File: config.mk
export PLATFORM = sky130hd
export DESIGN_NAME = e1_tx_sa_bit_datalink_select
export DESIGN_NICKNAME = d
export VERILOG_FILES = /design/src/common/sa_dl_pkg.sv /design/src/core/e1_tx_sa_bit_datalink_select.sv /design/src/core/sa_dl_fifo.sv
export SDC_FILE = /design/constraint.sdc
export NUM_CORES = 1
export LEC_CHECK = 0
export BUFFER_PORTS_ARGS = -buffer_cell sky130_fd_sc_hd__buf_4
export CORE_ASPECT_RATIO = 1.1
export CORE_MARGIN = 5
export CORE_UTILIZATION = 54
export CTS_CLUSTER_DIAMETER = 120
export DETAILED_ROUTE_END_ITERATION = 8
export PLACE_DENSITY = 0.78
export SYNTH_ARGS = -nofsm -noshare
export SYNTH_HDL_FRONTEND = slang
export SYNTH_SLANG_ARGS = --single-unit
File: constraint.sdc
create_clock -name clock_i -period 4.2 [get_ports clock_i]
set_clock_uncertainty 0.2 [all_clocks]
set_input_delay 0.21 -clock clock_i [delete_from_list [all_inputs] [get_ports clock_i]]
set_output_delay 0.21 -clock clock_i [all_outputs]
set_load 0.1 [all_outputs]
File: src/common/sa_dl_pkg.sv
// Shared constants and carrier types for the E1 transmit Sa data link selector
package sa_dl_pkg;

    // Register indices; byte address is four times the index
    localparam logic [11:0] SYNC_MUX_IDX      = 12'h109;  // Data link source field lives here
    localparam logic [11:0] DL_SELECT_IDX     = 12'h10A;  // tx_sa_datalink_select
    localparam logic [11:0] SA_INSERT_SEL_IDX = 12'h130;  // Per-bit insertion select
    localparam logic [11:0] STATUS_IDX        = 12'h140;  // Block status; a write with byte lane 0 enabled clears it
    localparam int          BYTE_SHIFT        = 2;        // Index to byte address

    // Reset values
    localparam logic [7:0] SYNC_MUX_RST      = 8'h00;
    localparam logic [7:0] DL_SELECT_RST     = 8'h00;
    localparam logic [7:0] SA_INSERT_SEL_RST = 8'h00;

    // Field positions
    localparam int DATALINK_SOURCE_FIELD_LSB = 2;                   // Source field bits 3..2
    localparam int DATALINK_SOURCE_FIELD_MSB = 3;
    localparam int SA_LO_BIT = 3;                   // Sa4 sits at bit 3
    localparam int SA_HI_BIT = 7;                   // Sa8 sits at bit 7
    localparam int SA4_BIT   = 3;
    localparam int SA5_BIT   = 4;
    localparam int SA6_BIT   = 5;
    localparam int SA7_BIT   = 6;
    localparam int SA8_BIT   = 7;

    // Data link source encodings
    typedef enum logic [1:0] {
        DATALINK_SOURCE_FIELD_SERIAL = 2'b00,
        DATALINK_SOURCE_FIELD_HDLC   = 2'b01,
        DATALINK_SOURCE_FIELD_OTHER2 = 2'b10,
        DATALINK_SOURCE_FIELD_OTHER3 = 2'b11
    } dl_source_e;

    // Insertion select value meaning serial input
    localparam logic INSERT_FROM_SERIAL = 1'b0;
    localparam logic SA_DISABLED_LEVEL  = 1'b1;     // Forced level of a disabled Sa

    // FIFO sizing
    localparam int DL_FIFO_DEPTH = 16;
    localparam int DL_FIFO_WIDTH = 1;

    // One bit of the outbound E1 stream with its position
    typedef struct packed {
        logic       data;       // Line bit value
        logic       ts0;        // Bit belongs to timeslot 0
        logic       nfas;       // Frame is a non-FAS frame
        logic [2:0] bit_pos;    // Bit number within the timeslot
    } tx_bit_s;

    // Wishbone request bundle
    typedef struct packed {
        logic        cyc;
        logic        stb;
        logic        we;
        logic [3:0]  sel;
        logic [13:0] adr;
        logic [31:0] dat;
    } wb_req_s;

endpackage : sa_dl_pkg

File: src/core/e1_tx_sa_bit_datalink_select.sv
// E1 transmit Sa bit data link selector with its Wishbone registers
//
// Chosen here: the Wishbone interface to the registers.
`timescale 1ns/100ps
module e1_tx_sa_bit_datalink_select #(
    parameter int FIFO_DEPTH = sa_dl_pkg::DL_FIFO_DEPTH,
    parameter int FIFO_WIDTH = sa_dl_pkg::DL_FIFO_WIDTH
) (
    // Clock and reset
    input  wire logic                clock_i,
    input  wire logic                rstn_i,
    // Wishbone slave
    input  wire logic                wb_cyc_i,
    input  wire logic                wb_stb_i,
    input  wire logic                wb_we_i,
    input  wire logic [3:0]          wb_sel_i,
    input  wire logic [13:0]         wb_adr_i,
    input  wire logic [31:0]         wb_dat_i,
    output logic      [31:0]         wb_dat_o,
    output logic                     wb_ack_o,
    // HDLC controller data link bits
    input  wire logic                hdlc_bit_i,
    input  wire logic                hdlc_valid_i,
    output logic                     hdlc_ready_o,
    // Outbound stream from the frame generator
    input  wire sa_dl_pkg::tx_bit_s  tx_bit_i,
    input  wire logic                tx_valid_i,
    // Outbound stream toward the line
    output sa_dl_pkg::tx_bit_s       tx_bit_o,
    output logic                     tx_valid_o
);

    localparam int LW = $clog2(FIFO_DEPTH) + 1;

    // Wishbone request gathered into one bundle
    sa_dl_pkg::wb_req_s req;
    assign req = '{cyc: wb_cyc_i, stb: wb_stb_i, we: wb_we_i, sel: wb_sel_i,
                   adr: wb_adr_i, dat: wb_dat_i};

    // Byte address of each register
    function automatic logic [13:0] byte_addr(input logic [11:0] idx);
        byte_addr = {idx, 2'b00};
    endfunction : byte_addr

    // Software-visible state
    logic [7:0]  sync_mux_r;        // Holds the data link source field
    logic [7:0]  dl_select_r;       // Per-Sa data link enables
    logic [7:0]  sa_insert_sel_r;   // Per-Sa insertion select
    logic [15:0] inserted_cnt_r;    // HDLC bits placed on the line
    logic        underrun_r;        // Qualifying slot found the FIFO empty
    logic [31:0] rd_data_r;         // Registered read data
    logic        ack_r;             // Registered acknowledge

    // Address decode
    wire hit_mux    = (req.adr == byte_addr(sa_dl_pkg::SYNC_MUX_IDX));
    wire hit_dlsel  = (req.adr == byte_addr(sa_dl_pkg::DL_SELECT_IDX));
    wire hit_inssel = (req.adr == byte_addr(sa_dl_pkg::SA_INSERT_SEL_IDX));
    wire hit_status = (req.adr == byte_addr(sa_dl_pkg::STATUS_IDX));

    // A request is answered once, one cycle after it appears
    wire access  = req.cyc & req.stb & ~ack_r;
    wire wr_low  = access & req.we & req.sel[0];

    // Write strobe per register; unmapped writes are dropped
    wire wr_mux    = wr_low & hit_mux;
    wire wr_dlsel  = wr_low & hit_dlsel;
    wire wr_inssel = wr_low & hit_inssel;
    wire clr_stat  = wr_low & hit_status;   // Any write to the status register with byte lane 0 enabled clears the status

    // FIFO between HDLC controller and the Sa slots
    logic            fifo_bit;
    logic            fifo_valid;
    logic [LW-1:0]   fifo_level;

    // Field views
    wire sa_dl_pkg::dl_source_e dl_src =
        sa_dl_pkg::dl_source_e'(sync_mux_r[sa_dl_pkg::DATALINK_SOURCE_FIELD_MSB:sa_dl_pkg::DATALINK_SOURCE_FIELD_LSB]);
    wire hdlc_source = (dl_src == sa_dl_pkg::DATALINK_SOURCE_FIELD_HDLC);

    // Position decode of the incoming bit
    wire [2:0] pos      = tx_bit_i.bit_pos;
    wire       sa_slot  = tx_bit_i.ts0 & tx_bit_i.nfas
                        & (pos >= 3'(sa_dl_pkg::SA_LO_BIT))
                        & (pos <= 3'(sa_dl_pkg::SA_HI_BIT));
    // Enable bit index equals the bit position, Sa8 on 7 down to Sa4 on 3
    wire       sa_en    = dl_select_r[pos];
    wire       from_ser = (sa_insert_sel_r[pos] == sa_dl_pkg::INSERT_FROM_SERIAL);

    // Slot classes
    wire force_one  = sa_slot & ~sa_en & from_ser;
    wire dl_slot    = sa_slot & sa_en & from_ser & hdlc_source;
    // Each qualifying slot with the FIFO not empty takes the next FIFO bit as the stream arrives,
    // so Sa4 is filled before Sa8 within one frame
    wire take_hdlc  = tx_valid_i & dl_slot & fifo_valid;
    wire starved    = tx_valid_i & dl_slot & ~fifo_valid;

    // Value sent on the line for this bit
    logic out_data;
    assign out_data = force_one ? sa_dl_pkg::SA_DISABLED_LEVEL
                    : take_hdlc ? fifo_bit
                    : starved   ? sa_dl_pkg::SA_DISABLED_LEVEL       // Idle ones on underrun
                    : tx_bit_i.data;                                 // Others pass untouched

    // Read mux; the configuration registers read zero above the byte
    // Level sits in bits 16..12, underrun in 11, count low bits in 10..0
    wire [31:0] status_word = {15'h0000, LW'(fifo_level), underrun_r,
                               inserted_cnt_r[10:0]} ;
    wire [31:0] rd_mux = hit_mux    ? {24'h000000, sync_mux_r}
                       : hit_dlsel  ? {24'h000000, dl_select_r}
                       : hit_inssel ? {24'h000000, sa_insert_sel_r}
                       : hit_status ? status_word
                       : 32'h00000000;

    // FIFO instance; its ready stalls the HDLC controller
    sa_dl_fifo #(
        .WIDTH (FIFO_WIDTH),
        .DEPTH (FIFO_DEPTH)
    ) u_fifo (
        .clock_i     (clock_i),
        .rstn_i      (rstn_i),
        .in_data_i   (hdlc_bit_i),
        .in_valid_i  (hdlc_valid_i),
        .in_ready_o  (hdlc_ready_o),
        .out_data_o  (fifo_bit),
        .out_valid_o (fifo_valid),
        .out_ready_i (take_hdlc),
        .level_o     (fifo_level)
    );

    // Bus answer: ack one cycle after the request, dropped the next
    always_ff @(posedge clock_i)
    begin
        if (!rstn_i)
        begin
            ack_r     <= 1'b0;
            rd_data_r <= 32'h00000000;
        end
        else
        begin
            ack_r     <= access;
            rd_data_r <= access ? rd_mux : rd_data_r;
        end
    end

    // Configuration registers
    always_ff @(posedge clock_i)
    begin
        if (!rstn_i)
        begin
            sync_mux_r      <= sa_dl_pkg::SYNC_MUX_RST;
            dl_select_r     <= sa_dl_pkg::DL_SELECT_RST;
            sa_insert_sel_r <= sa_dl_pkg::SA_INSERT_SEL_RST;
        end
        else
        begin
            if (wr_mux)    sync_mux_r      <= req.dat[7:0];
            if (wr_dlsel)  dl_select_r     <= req.dat[7:0];
            if (wr_inssel) sa_insert_sel_r <= req.dat[7:0];
        end
    end

    // Status; a new event in the clearing cycle wins over the clear
    always_ff @(posedge clock_i)
    begin
        if (!rstn_i)
        begin
            inserted_cnt_r <= 16'h0000;
            underrun_r     <= 1'b0;
        end
        else
        begin
            if (take_hdlc)     inserted_cnt_r <= clr_stat ? 16'h0001 : inserted_cnt_r + 16'h0001;
            else if (clr_stat) inserted_cnt_r <= 16'h0000;
            underrun_r <= starved | (underrun_r & ~clr_stat);
        end
    end

    // Outbound stream register, one cycle of latency
    always_ff @(posedge clock_i)
    begin
        if (!rstn_i)
        begin
            tx_bit_o   <= '0;
            tx_valid_o <= 1'b0;
        end
        else
        begin
            tx_valid_o <= tx_valid_i;
            if (tx_valid_i)
            begin
                tx_bit_o      <= tx_bit_i;
                tx_bit_o.data <= out_data;
            end
        end
    end

    assign wb_ack_o = ack_r;
    assign wb_dat_o = rd_data_r;

endmodule : e1_tx_sa_bit_datalink_select

File: src/core/sa_dl_fifo.sv
// Parameterised flip-flop FIFO with valid/ready on both sides
`timescale 1ns/100ps
module sa_dl_fifo #(
    parameter int WIDTH = 1,
    parameter int DEPTH = 16
) (
    // Clock and reset
    input  wire logic             clock_i,
    input  wire logic             rstn_i,
    // Fill side
    input  wire logic [WIDTH-1:0] in_data_i,
    input  wire logic             in_valid_i,
    output logic                  in_ready_o,
    // Drain side
    output logic      [WIDTH-1:0] out_data_o,
    output logic                  out_valid_o,
    input  wire logic             out_ready_i,
    // Fill level
    output logic      [$clog2(DEPTH):0] level_o
);

    localparam int AW = $clog2(DEPTH);
    localparam logic [AW:0] FULL_LEVEL = (AW+1)'(DEPTH);
    localparam logic [AW-1:0] LAST_SLOT = AW'(DEPTH - 1);

    logic [WIDTH-1:0] mem_r [DEPTH];    // Storage in flops
    logic [AW-1:0]    wr_ptr_r;         // Next slot to write
    logic [AW-1:0]    rd_ptr_r;         // Oldest slot
    logic [AW:0]      count_r;          // Words held
    logic [AW:0]      count_nxt;
    logic             ready_r;          // Registered not-full

    wire push = in_valid_i & ready_r;
    wire pop  = out_ready_i & (count_r != '0);

    // Count after this cycle's push and pop
    assign count_nxt = count_r + (AW+1)'(push) - (AW+1)'(pop);

    assign in_ready_o  = ready_r;
    assign out_valid_o = (count_r != '0);
    assign out_data_o  = mem_r[rd_ptr_r];
    assign level_o     = count_r;

    // Pointer wrap shared by both ends
    function automatic logic [AW-1:0] bump(input logic [AW-1:0] p);
        bump = (p == LAST_SLOT) ? '0 : p + AW'(1);
    endfunction : bump

    // Pointers and count; ready follows the next count so full is honest
    always_ff @(posedge clock_i)
    begin
        if (!rstn_i)
        begin
            wr_ptr_r <= '0;
            rd_ptr_r <= '0;
            count_r  <= '0;
            ready_r  <= 1'b0;
        end
        else
        begin
            if (push) wr_ptr_r <= bump(wr_ptr_r);
            if (pop)  rd_ptr_r <= bump(rd_ptr_r);
            count_r <= count_nxt;
            ready_r <= (count_nxt != FULL_LEVEL);
        end
    end

    // Data store, no reset needed
    always_ff @(posedge clock_i)
    begin
        if (push) mem_r[wr_ptr_r] <= in_data_i;
    end

endmodule : sa_dl_fifo

## Yosys cells after proc, flatten, opt, wreduce, memory -nomap -nowiden

Memories as Yosys holds them, arrays and structs flattened. A register that Yosys moved wholly into a read port is not among the register bits.
Cells that the tools add are included.

- Bits in registers: 95
- Bits in writable memories: 16
- Input port bits: 64
- Output and inout bits: 41
- Logic and storage cells: 83
- Memories kept: 1

Memories:

| memory | depth | bits a word | read ports | clocked after Yosys merged registers in | wr ports | line | RTL |
|---|---|---|---|---|---|---|---|
| u_fifo.mem_r | 16 | 1 | 1 | 1 | 1 | sa_dl_fifo.sv:26 | `logic [WIDTH-1:0] mem_r [DEPTH];` |

- Add/subtract/negate cells: 5
- Magnitude comparators: 3
- Equality and inequality tests: 8
- Multiplexer cells: 20
- Bitwise operators: 28
- Reduce and logical (&&, ||, !) cells: 2

Operators by type and width:

| operator | number |
|---|---|
| 2-to-1 mux 17 bit | 4 |
| == test 14 x 11 -> 1 bit, second input constant | 4 |
| 2-to-1 mux 16 bit | 3 |
| AND 1 bit | 22 |
| adder 16 x 1 -> 16 bit, second input constant | 1 |
| 2-to-1 mux 4 bit | 4 |
| adder 4 x 1 -> 4 bit, second input constant | 2 |
| == test 4 bit, second input constant | 2 |
| 2-to-1 mux 1 bit | 7 |
| binary-select mux 1 bit (select 3 bit) | 2 |
| adder 5 x 1 -> 5 bit | 1 |
| != test 5 bit, second input constant | 1 |
| NOT 1 bit | 5 |
| nonzero test 5 bit | 1 |
| subtractor 5 x 1 -> 5 bit | 1 |
| < comparator 3 x 4 -> 1 bit, second input constant | 1 |
| >= comparator 3 x 2 -> 1 bit, second input constant | 1 |
| less-or-equal comparator 3 bit, second input constant | 1 |
| == test 2 x 1 -> 1 bit, second input constant | 1 |
| nonzero test 2 bit | 1 |
| OR 1 bit | 1 |

## Depth between registers and ports, before layout

- Depth after elaboration: 11
- Mapped depth: 16

## By module

From an unflattened synthesis, not the netlist that was laid out.

- Cell total of the unflattened synthesis: 453
- Area, all modules: 4639.4 µm²

By module, submodules not included:

| module | instances | cells each | area an instance (µm²) | seq. area each (µm²) |
|---|---|---|---|---|
| e1_tx_sa_bit_datalink_select | 1 | 321 | 3064.2 | 1221.2 |
| sa_dl_fifo | 1 | 132 | 1575.3 | 840.8 |

## Worst setup path after synthesis

No wires, ideal clock.

- Path type: input port to flip-flop
- From: input port tx_bit_i[0] in the netlist's numbering
- To: register u_fifo.ready_r, in the netlist u_fifo.in_ready_o
- Arrival time: 2860 ps
- Required time: 3866 ps
- Path slack: 1006 ps
- Cell stages on the path: 16
- Path through: buf_4 mux4_2 mux2i_2 or4_4 buf_2 nor2_1 ha_1 inv_1 ha_1 inv_1 fa_1 inv_1 a21oi_1 o21bai_1 xnor2_1 a31oi_1

- Word-level cells in the longest chain between the ends: 11

Ends and longest elaborated chain:

| element | line | RTL |
|---|---|---|
| from (decl) | e1_tx_sa_bit_datalink_select.sv:26 | `input wire sa_dl_pkg::tx_bit_s tx_bit_i,` |
| >= comparator 3 x 2 -> 1 bit | e1_tx_sa_bit_datalink_select.sv:83 | `& (pos >= 3'(sa_dl_pkg::SA_LO_BIT))` |
| AND 1 bit | e1_tx_sa_bit_datalink_select.sv:83 |  |
| AND 1 bit | e1_tx_sa_bit_datalink_select.sv:84 | `& (pos <= 3'(sa_dl_pkg::SA_HI_BIT));` |
| AND 1 bit | e1_tx_sa_bit_datalink_select.sv:91 | `wire dl_slot = sa_slot & sa_en & from_ser & hdlc_source;` |
| AND 1 bit * (2 in series) | e1_tx_sa_bit_datalink_select.sv:91 |  |
| AND 1 bit * (2 in series) | e1_tx_sa_bit_datalink_select.sv:94 | `wire take_hdlc = tx_valid_i & dl_slot & fifo_valid;` |
| AND 1 bit * | sa_dl_fifo.sv:34 | `wire pop = out_ready_i & (count_r != '0);` |
| net u_fifo.pop | sa_dl_fifo.sv:34 |  |
| subtractor 5 x 1 -> 5 bit * | sa_dl_fifo.sv:37 | `assign count_nxt = count_r + (AW+1)'(push) - (AW+1)'(pop);` |
| != test 5 bit * | sa_dl_fifo.sv:64 | `ready_r <= (count_nxt != FULL_LEVEL);` |
| to (signal assigned) | sa_dl_fifo.sv:64 |  |
| to (decl) | sa_dl_fifo.sv:31 | `logic ready_r;` |

Mark *: on every way through the listed nets, which the timed path passes. The rest lies on a longest branch. The select of a mux whose other input is x is not followed.
A chain may end at the register's enable or synchronous reset.

## Worst setup path after layout

- From: input port tx_bit_i[1] in the netlist's numbering
- To: register u_fifo.ready_r, in the netlist u_fifo.in_ready_o

Same word-level chain as after synthesis.

==> summary.md <==
| Metric | Value |
|---|---|
| Yosys reg bits | 95 |
| CTS Sinks | 95 |
| Async SR Flop Fraction | 0% |
| CP max stage cell | or4_4 |
| Setup_tns | 0 ns |
| Place WS | 0.7725 ns |
| Status | finished, final reports clean |
| RSZ-0062 raised after global routing | no |
| Die width | 96.91 um |
| Area Overhead vs Synth | 19.49% |
| Seq/Total Area, Yosys | 45.96% |
| Worst vdd ir | 215.5 uV |
| CP arrival | 3.64 ns |
| Max Buffers Root-to-Sink | 2 |
| Routed WL | 10230 um |
| GPL Wtd Cong | 0.8285 |
| Layout fillers | 631 |
| First-pass GRT wire length | 17020 um |
| Setup crit end kind | register |
| Min Clock Period, post-route | 3.608 ns |
| CP max FO | 12 |
| Slowest cell delay on critical path | 0.67 ns |
| Crit path top cell by count | inv_1 |
| Power per cell area | 378.8 nW/um^2 |
| Antenna Cells | 0 |
| Warnings from Yosys | 0 |
| Max cap viols | 0 |
| Tcrit/Tclk final | 85.91% |
| HPWL Detailed | 7438 um |
| Vias in the first global route | 3526 |
| Crit-path cells | dlygate4sd3_1 > buf_4 > mux2i_1 > o211ai_1 > or4_4 > nor2_1 > ha_1 > inv_1 > ha_1 > inv_1 > fa_1 > inv_1 > a21oi_1 > o21bai_1 > xnor2_1 > a31oi_1 |
| Setup crit start kind | input pin |
| Clk root buf | clkbuf_8 |
| Mapped Area | 4487 um^2 |
| Reg2Reg Depth | 14 |
| Max-slew violations | 0 |
| Largest net degree at the start of global routing | 42 |
| Hold Path Cell Cnt | 5 |
| Skew-Pair Late Insertion Delay | 0.36 ns |
| Post-synthesis cell count | 463 |
| Port Buf Inserts | 62 |
| Max Fclk | 277.2 MHz |
| Post-CTS Setup Inserts | 0 |
| Slew margin rel. | 28.20% |
| Min-Delay Path Class | in -> reg |
| Req. time, crit path | 4.24 ns |
| Worst-path clk slew | 0.09 ns |
| TritonCTS buffer count | 9 |
| Drt initial violations | 193 |
| DIE AREA | 10230 um^2 |
| Residual DRC | 0 |
| Final setup vio count | 0 |
| Final hold violation count | 0 |
| Cts repair resizes | 0 |
| Overflow after GRT | 0 |
| Vias per inst | 5.537 |
| Synth cell types | 61 |
| Routed length per placed instance | 15.69 um |
| Final Net Count | 616 |
| Syn avg cell area | 9.691 um^2 |
| Die height | 105.6 um |
| Crit Path Category | in -> reg |
| GRT Overall Usage | 20.35% |
| Setup ws final | 0.5919 ns |
| LEAKAGE | 0.002122 uW |
| Number of flops mapped to enable cells by yosys | 16 |
| First-pass detailed-route iteration total | 4 |
| Total number of vias | 3610 |
| Initial antenna violation count | 0 |
| Slew @ Worst Pin | 1.073 ns |
| Routed Antenna Nets | 0 |
| # IOs | 105 |
| H-tree depth | 3 |
| Core area | 7998 um^2 |
| Layout cell share with drive strength beyond 1 | 18.20% |
| CTS tree | built |
| Initial Util | 56.10% |
| FP Rows | 34 |
| Synth Flop Type | dfxtp_1 |
==> worst max-delay path: cells and delay by family <==
family	cells	cell delay [ns]
adders and majority gates	3	0.80
buffers and inverters	5	0.87
muxes	1	0.28
and+or+nand+nor	2	0.82
AOI/OAI and AO/OA	4	0.51
xor gates and xnor gates	1	0.16
==> what timing repair did <==
action	4_1_cts	5_1_grt
hold buffers	20	0
endpoints found under the hold margin	51	0
setup endpoints to repair	0	0
==> cell families (layout without fill, tap and decap cells) <==
kind of cell | Yosys count | count (layout) | synth area share, %
muxes | 37 | 37 | 9.760
other | 1 | 15 | 0.08358
adders and majority gates | 13 | 13 | 3.792
and+or+nand+nor | 187 | 187 | 22.45
DFF | 95 | 95 | 45.96
xor gates and xnor gates | 7 | 7 | 1.366
AOI/OAI and AO/OA | 70 | 70 | 10.29
buffers and inverters | 53 | 120 | 6.302
==> cell usage after synthesis (5+ instances only) <==
| cell | count | share of area, % |
|---|---|---|
| o31ai_1 | 6 | 1.0 |
| and2_1 | 5 | 0.70 |
| ha_1 | 12 | 3.3 |
| nand3_1 | 28 | 3.1 |
| o21ai_0 | 10 | 1.1 |
| mux2i_1 | 30 | 6.7 |
| clkbuf_1 | 14 | 1.2 |
| inv_1 | 16 | 1.3 |
| buf_4 | 17 | 2.8 |
| o21ai_1 | 6 | 0.67 |
| nand4_1 | 6 | 0.84 |
| a22o_1 | 11 | 2.1 |
| edfxtp_1 | 16 | 11 |
| dfxtp_1 | 79 | 35 |
| nor3_1 | 6 | 0.67 |
| a21oi_1 | 19 | 2.1 |
| or4_1 | 7 | 1.2 |
| nand2_1 | 44 | 3.7 |
| nand2b_1 | 7 | 0.98 |
| mux4_2 | 5 | 2.5 |
| nor2_1 | 53 | 4.4 |
==> placed cells by master, fill, tap and decap left out, types with 3 or more instances in the layout <==
master         synthesis  routed
dfxtp_1               79      79
buf_4                 17      68
nor2_1                53      53
nand2_1               44      44
mux2i_1               30      30
nand3_1               28      28
dlygate4sd3_1          0      20
a21oi_1               19      19
inv_1                 16      16
edfxtp_1              16      16
conb_1                 1      15
ha_1                  12      12
a22o_1                11      11
o21ai_0               10      10
clkbuf_8               0      10
nand2b_1               7       7
or4_1                  7       7
nor3_1                 6       6
nand4_1                6       6
o31ai_1                6       6
o21ai_1                6       6
and2_1                 5       5
mux4_2                 5       5
xnor2_1                4       4
a31oi_1                4       4
and3_1                 4       4
and4_1                 4       4
nand3b_1               3       3
xor2_1                 3       3
==> layout make-up <==
type / instances / area (um^2) / area share [%]
flip-flops and latches: 95 / 2062 / 38.46
repair buffers: 88 / 710.7 / 13.26
clock inverters: 4 / 53.80 / 1.004
clock buffers: 12 / 145.1 / 2.707
well taps: 108 / 135.1 / 2.520
multi-input cells: 329 / 2195 / 40.93
inverters: 16 / 60.06 / 1.120
==> metal layers <==
layer | global-route usage [%] | wire length, um
met4 | 6.720 | 123
met1 | 26.73 | 4438
met2 | 32.94 | 4912
met3 | 5.152 | 756
met5 | 0 | 0
==> registers in the layout, indices dropped and copies added, names as in the netlist, named ones only <==
signal             count
dl_select_r            8
inserted_cnt_r        11
sa_insert_sel_r        8
sync_mux_r             8
tx_bit_o               6
tx_valid_o             1
u_fifo.in_ready_o      1
u_fifo.level_o         5
u_fifo.mem_r          16
u_fifo.rd_ptr_r        4
u_fifo.wr_ptr_r        4
underrun_r             1
wb_ack_o               1
wb_dat_o              17
==> per-stage QoR <==
step | power [uW] | instances | util, % | hold WS, ns | area (um^2)
4_1_cts | 2045 | 652 | 67.04 | 0.2249 | 5361
3_3_place_gp | 1415 | 616 | 62.05 | 0.2371 | 4962
5_1_grt | 2121 | 652 | 67.04 | 0.2554 | 5361
3_5_place_dp | 1428 | 616 | 62.05 | 0.2410 | 4962
2_1_floorplan | 1327 | 477 | - | 0.1089 | 4539
6_report | 2031 | 652 | 67.04 | 0.2368 | 5361
==> worst paths after layout <==
kind / slack (ns) / start / to
max reg2reg: 0.80 / sa_insert_sel_r[6]$_SDFFE_PN0P_ / u_fifo.in_ready_o$_SDFF_PN0_
min reg2reg: 0.25 / wb_dat_o[6]$_SDFFE_PN0P_ / wb_dat_o[6]$_SDFFE_PN0P_
max: 0.59 / tx_bit_i[1] / u_fifo.in_ready_o$_SDFF_PN0_
min: 0.24 / wb_adr_i[2] / wb_dat_o[7]$_SDFFE_PN0P_
==> power by group <==
group / internal [uW] / total, uW / switching [uW]
Combinational: 150 / 443 / 293
Sequential: 956 / 982 / 26.6
Clock: 294 / 605 / 311
No activity file was read; power rests on OpenSTA's default activity.
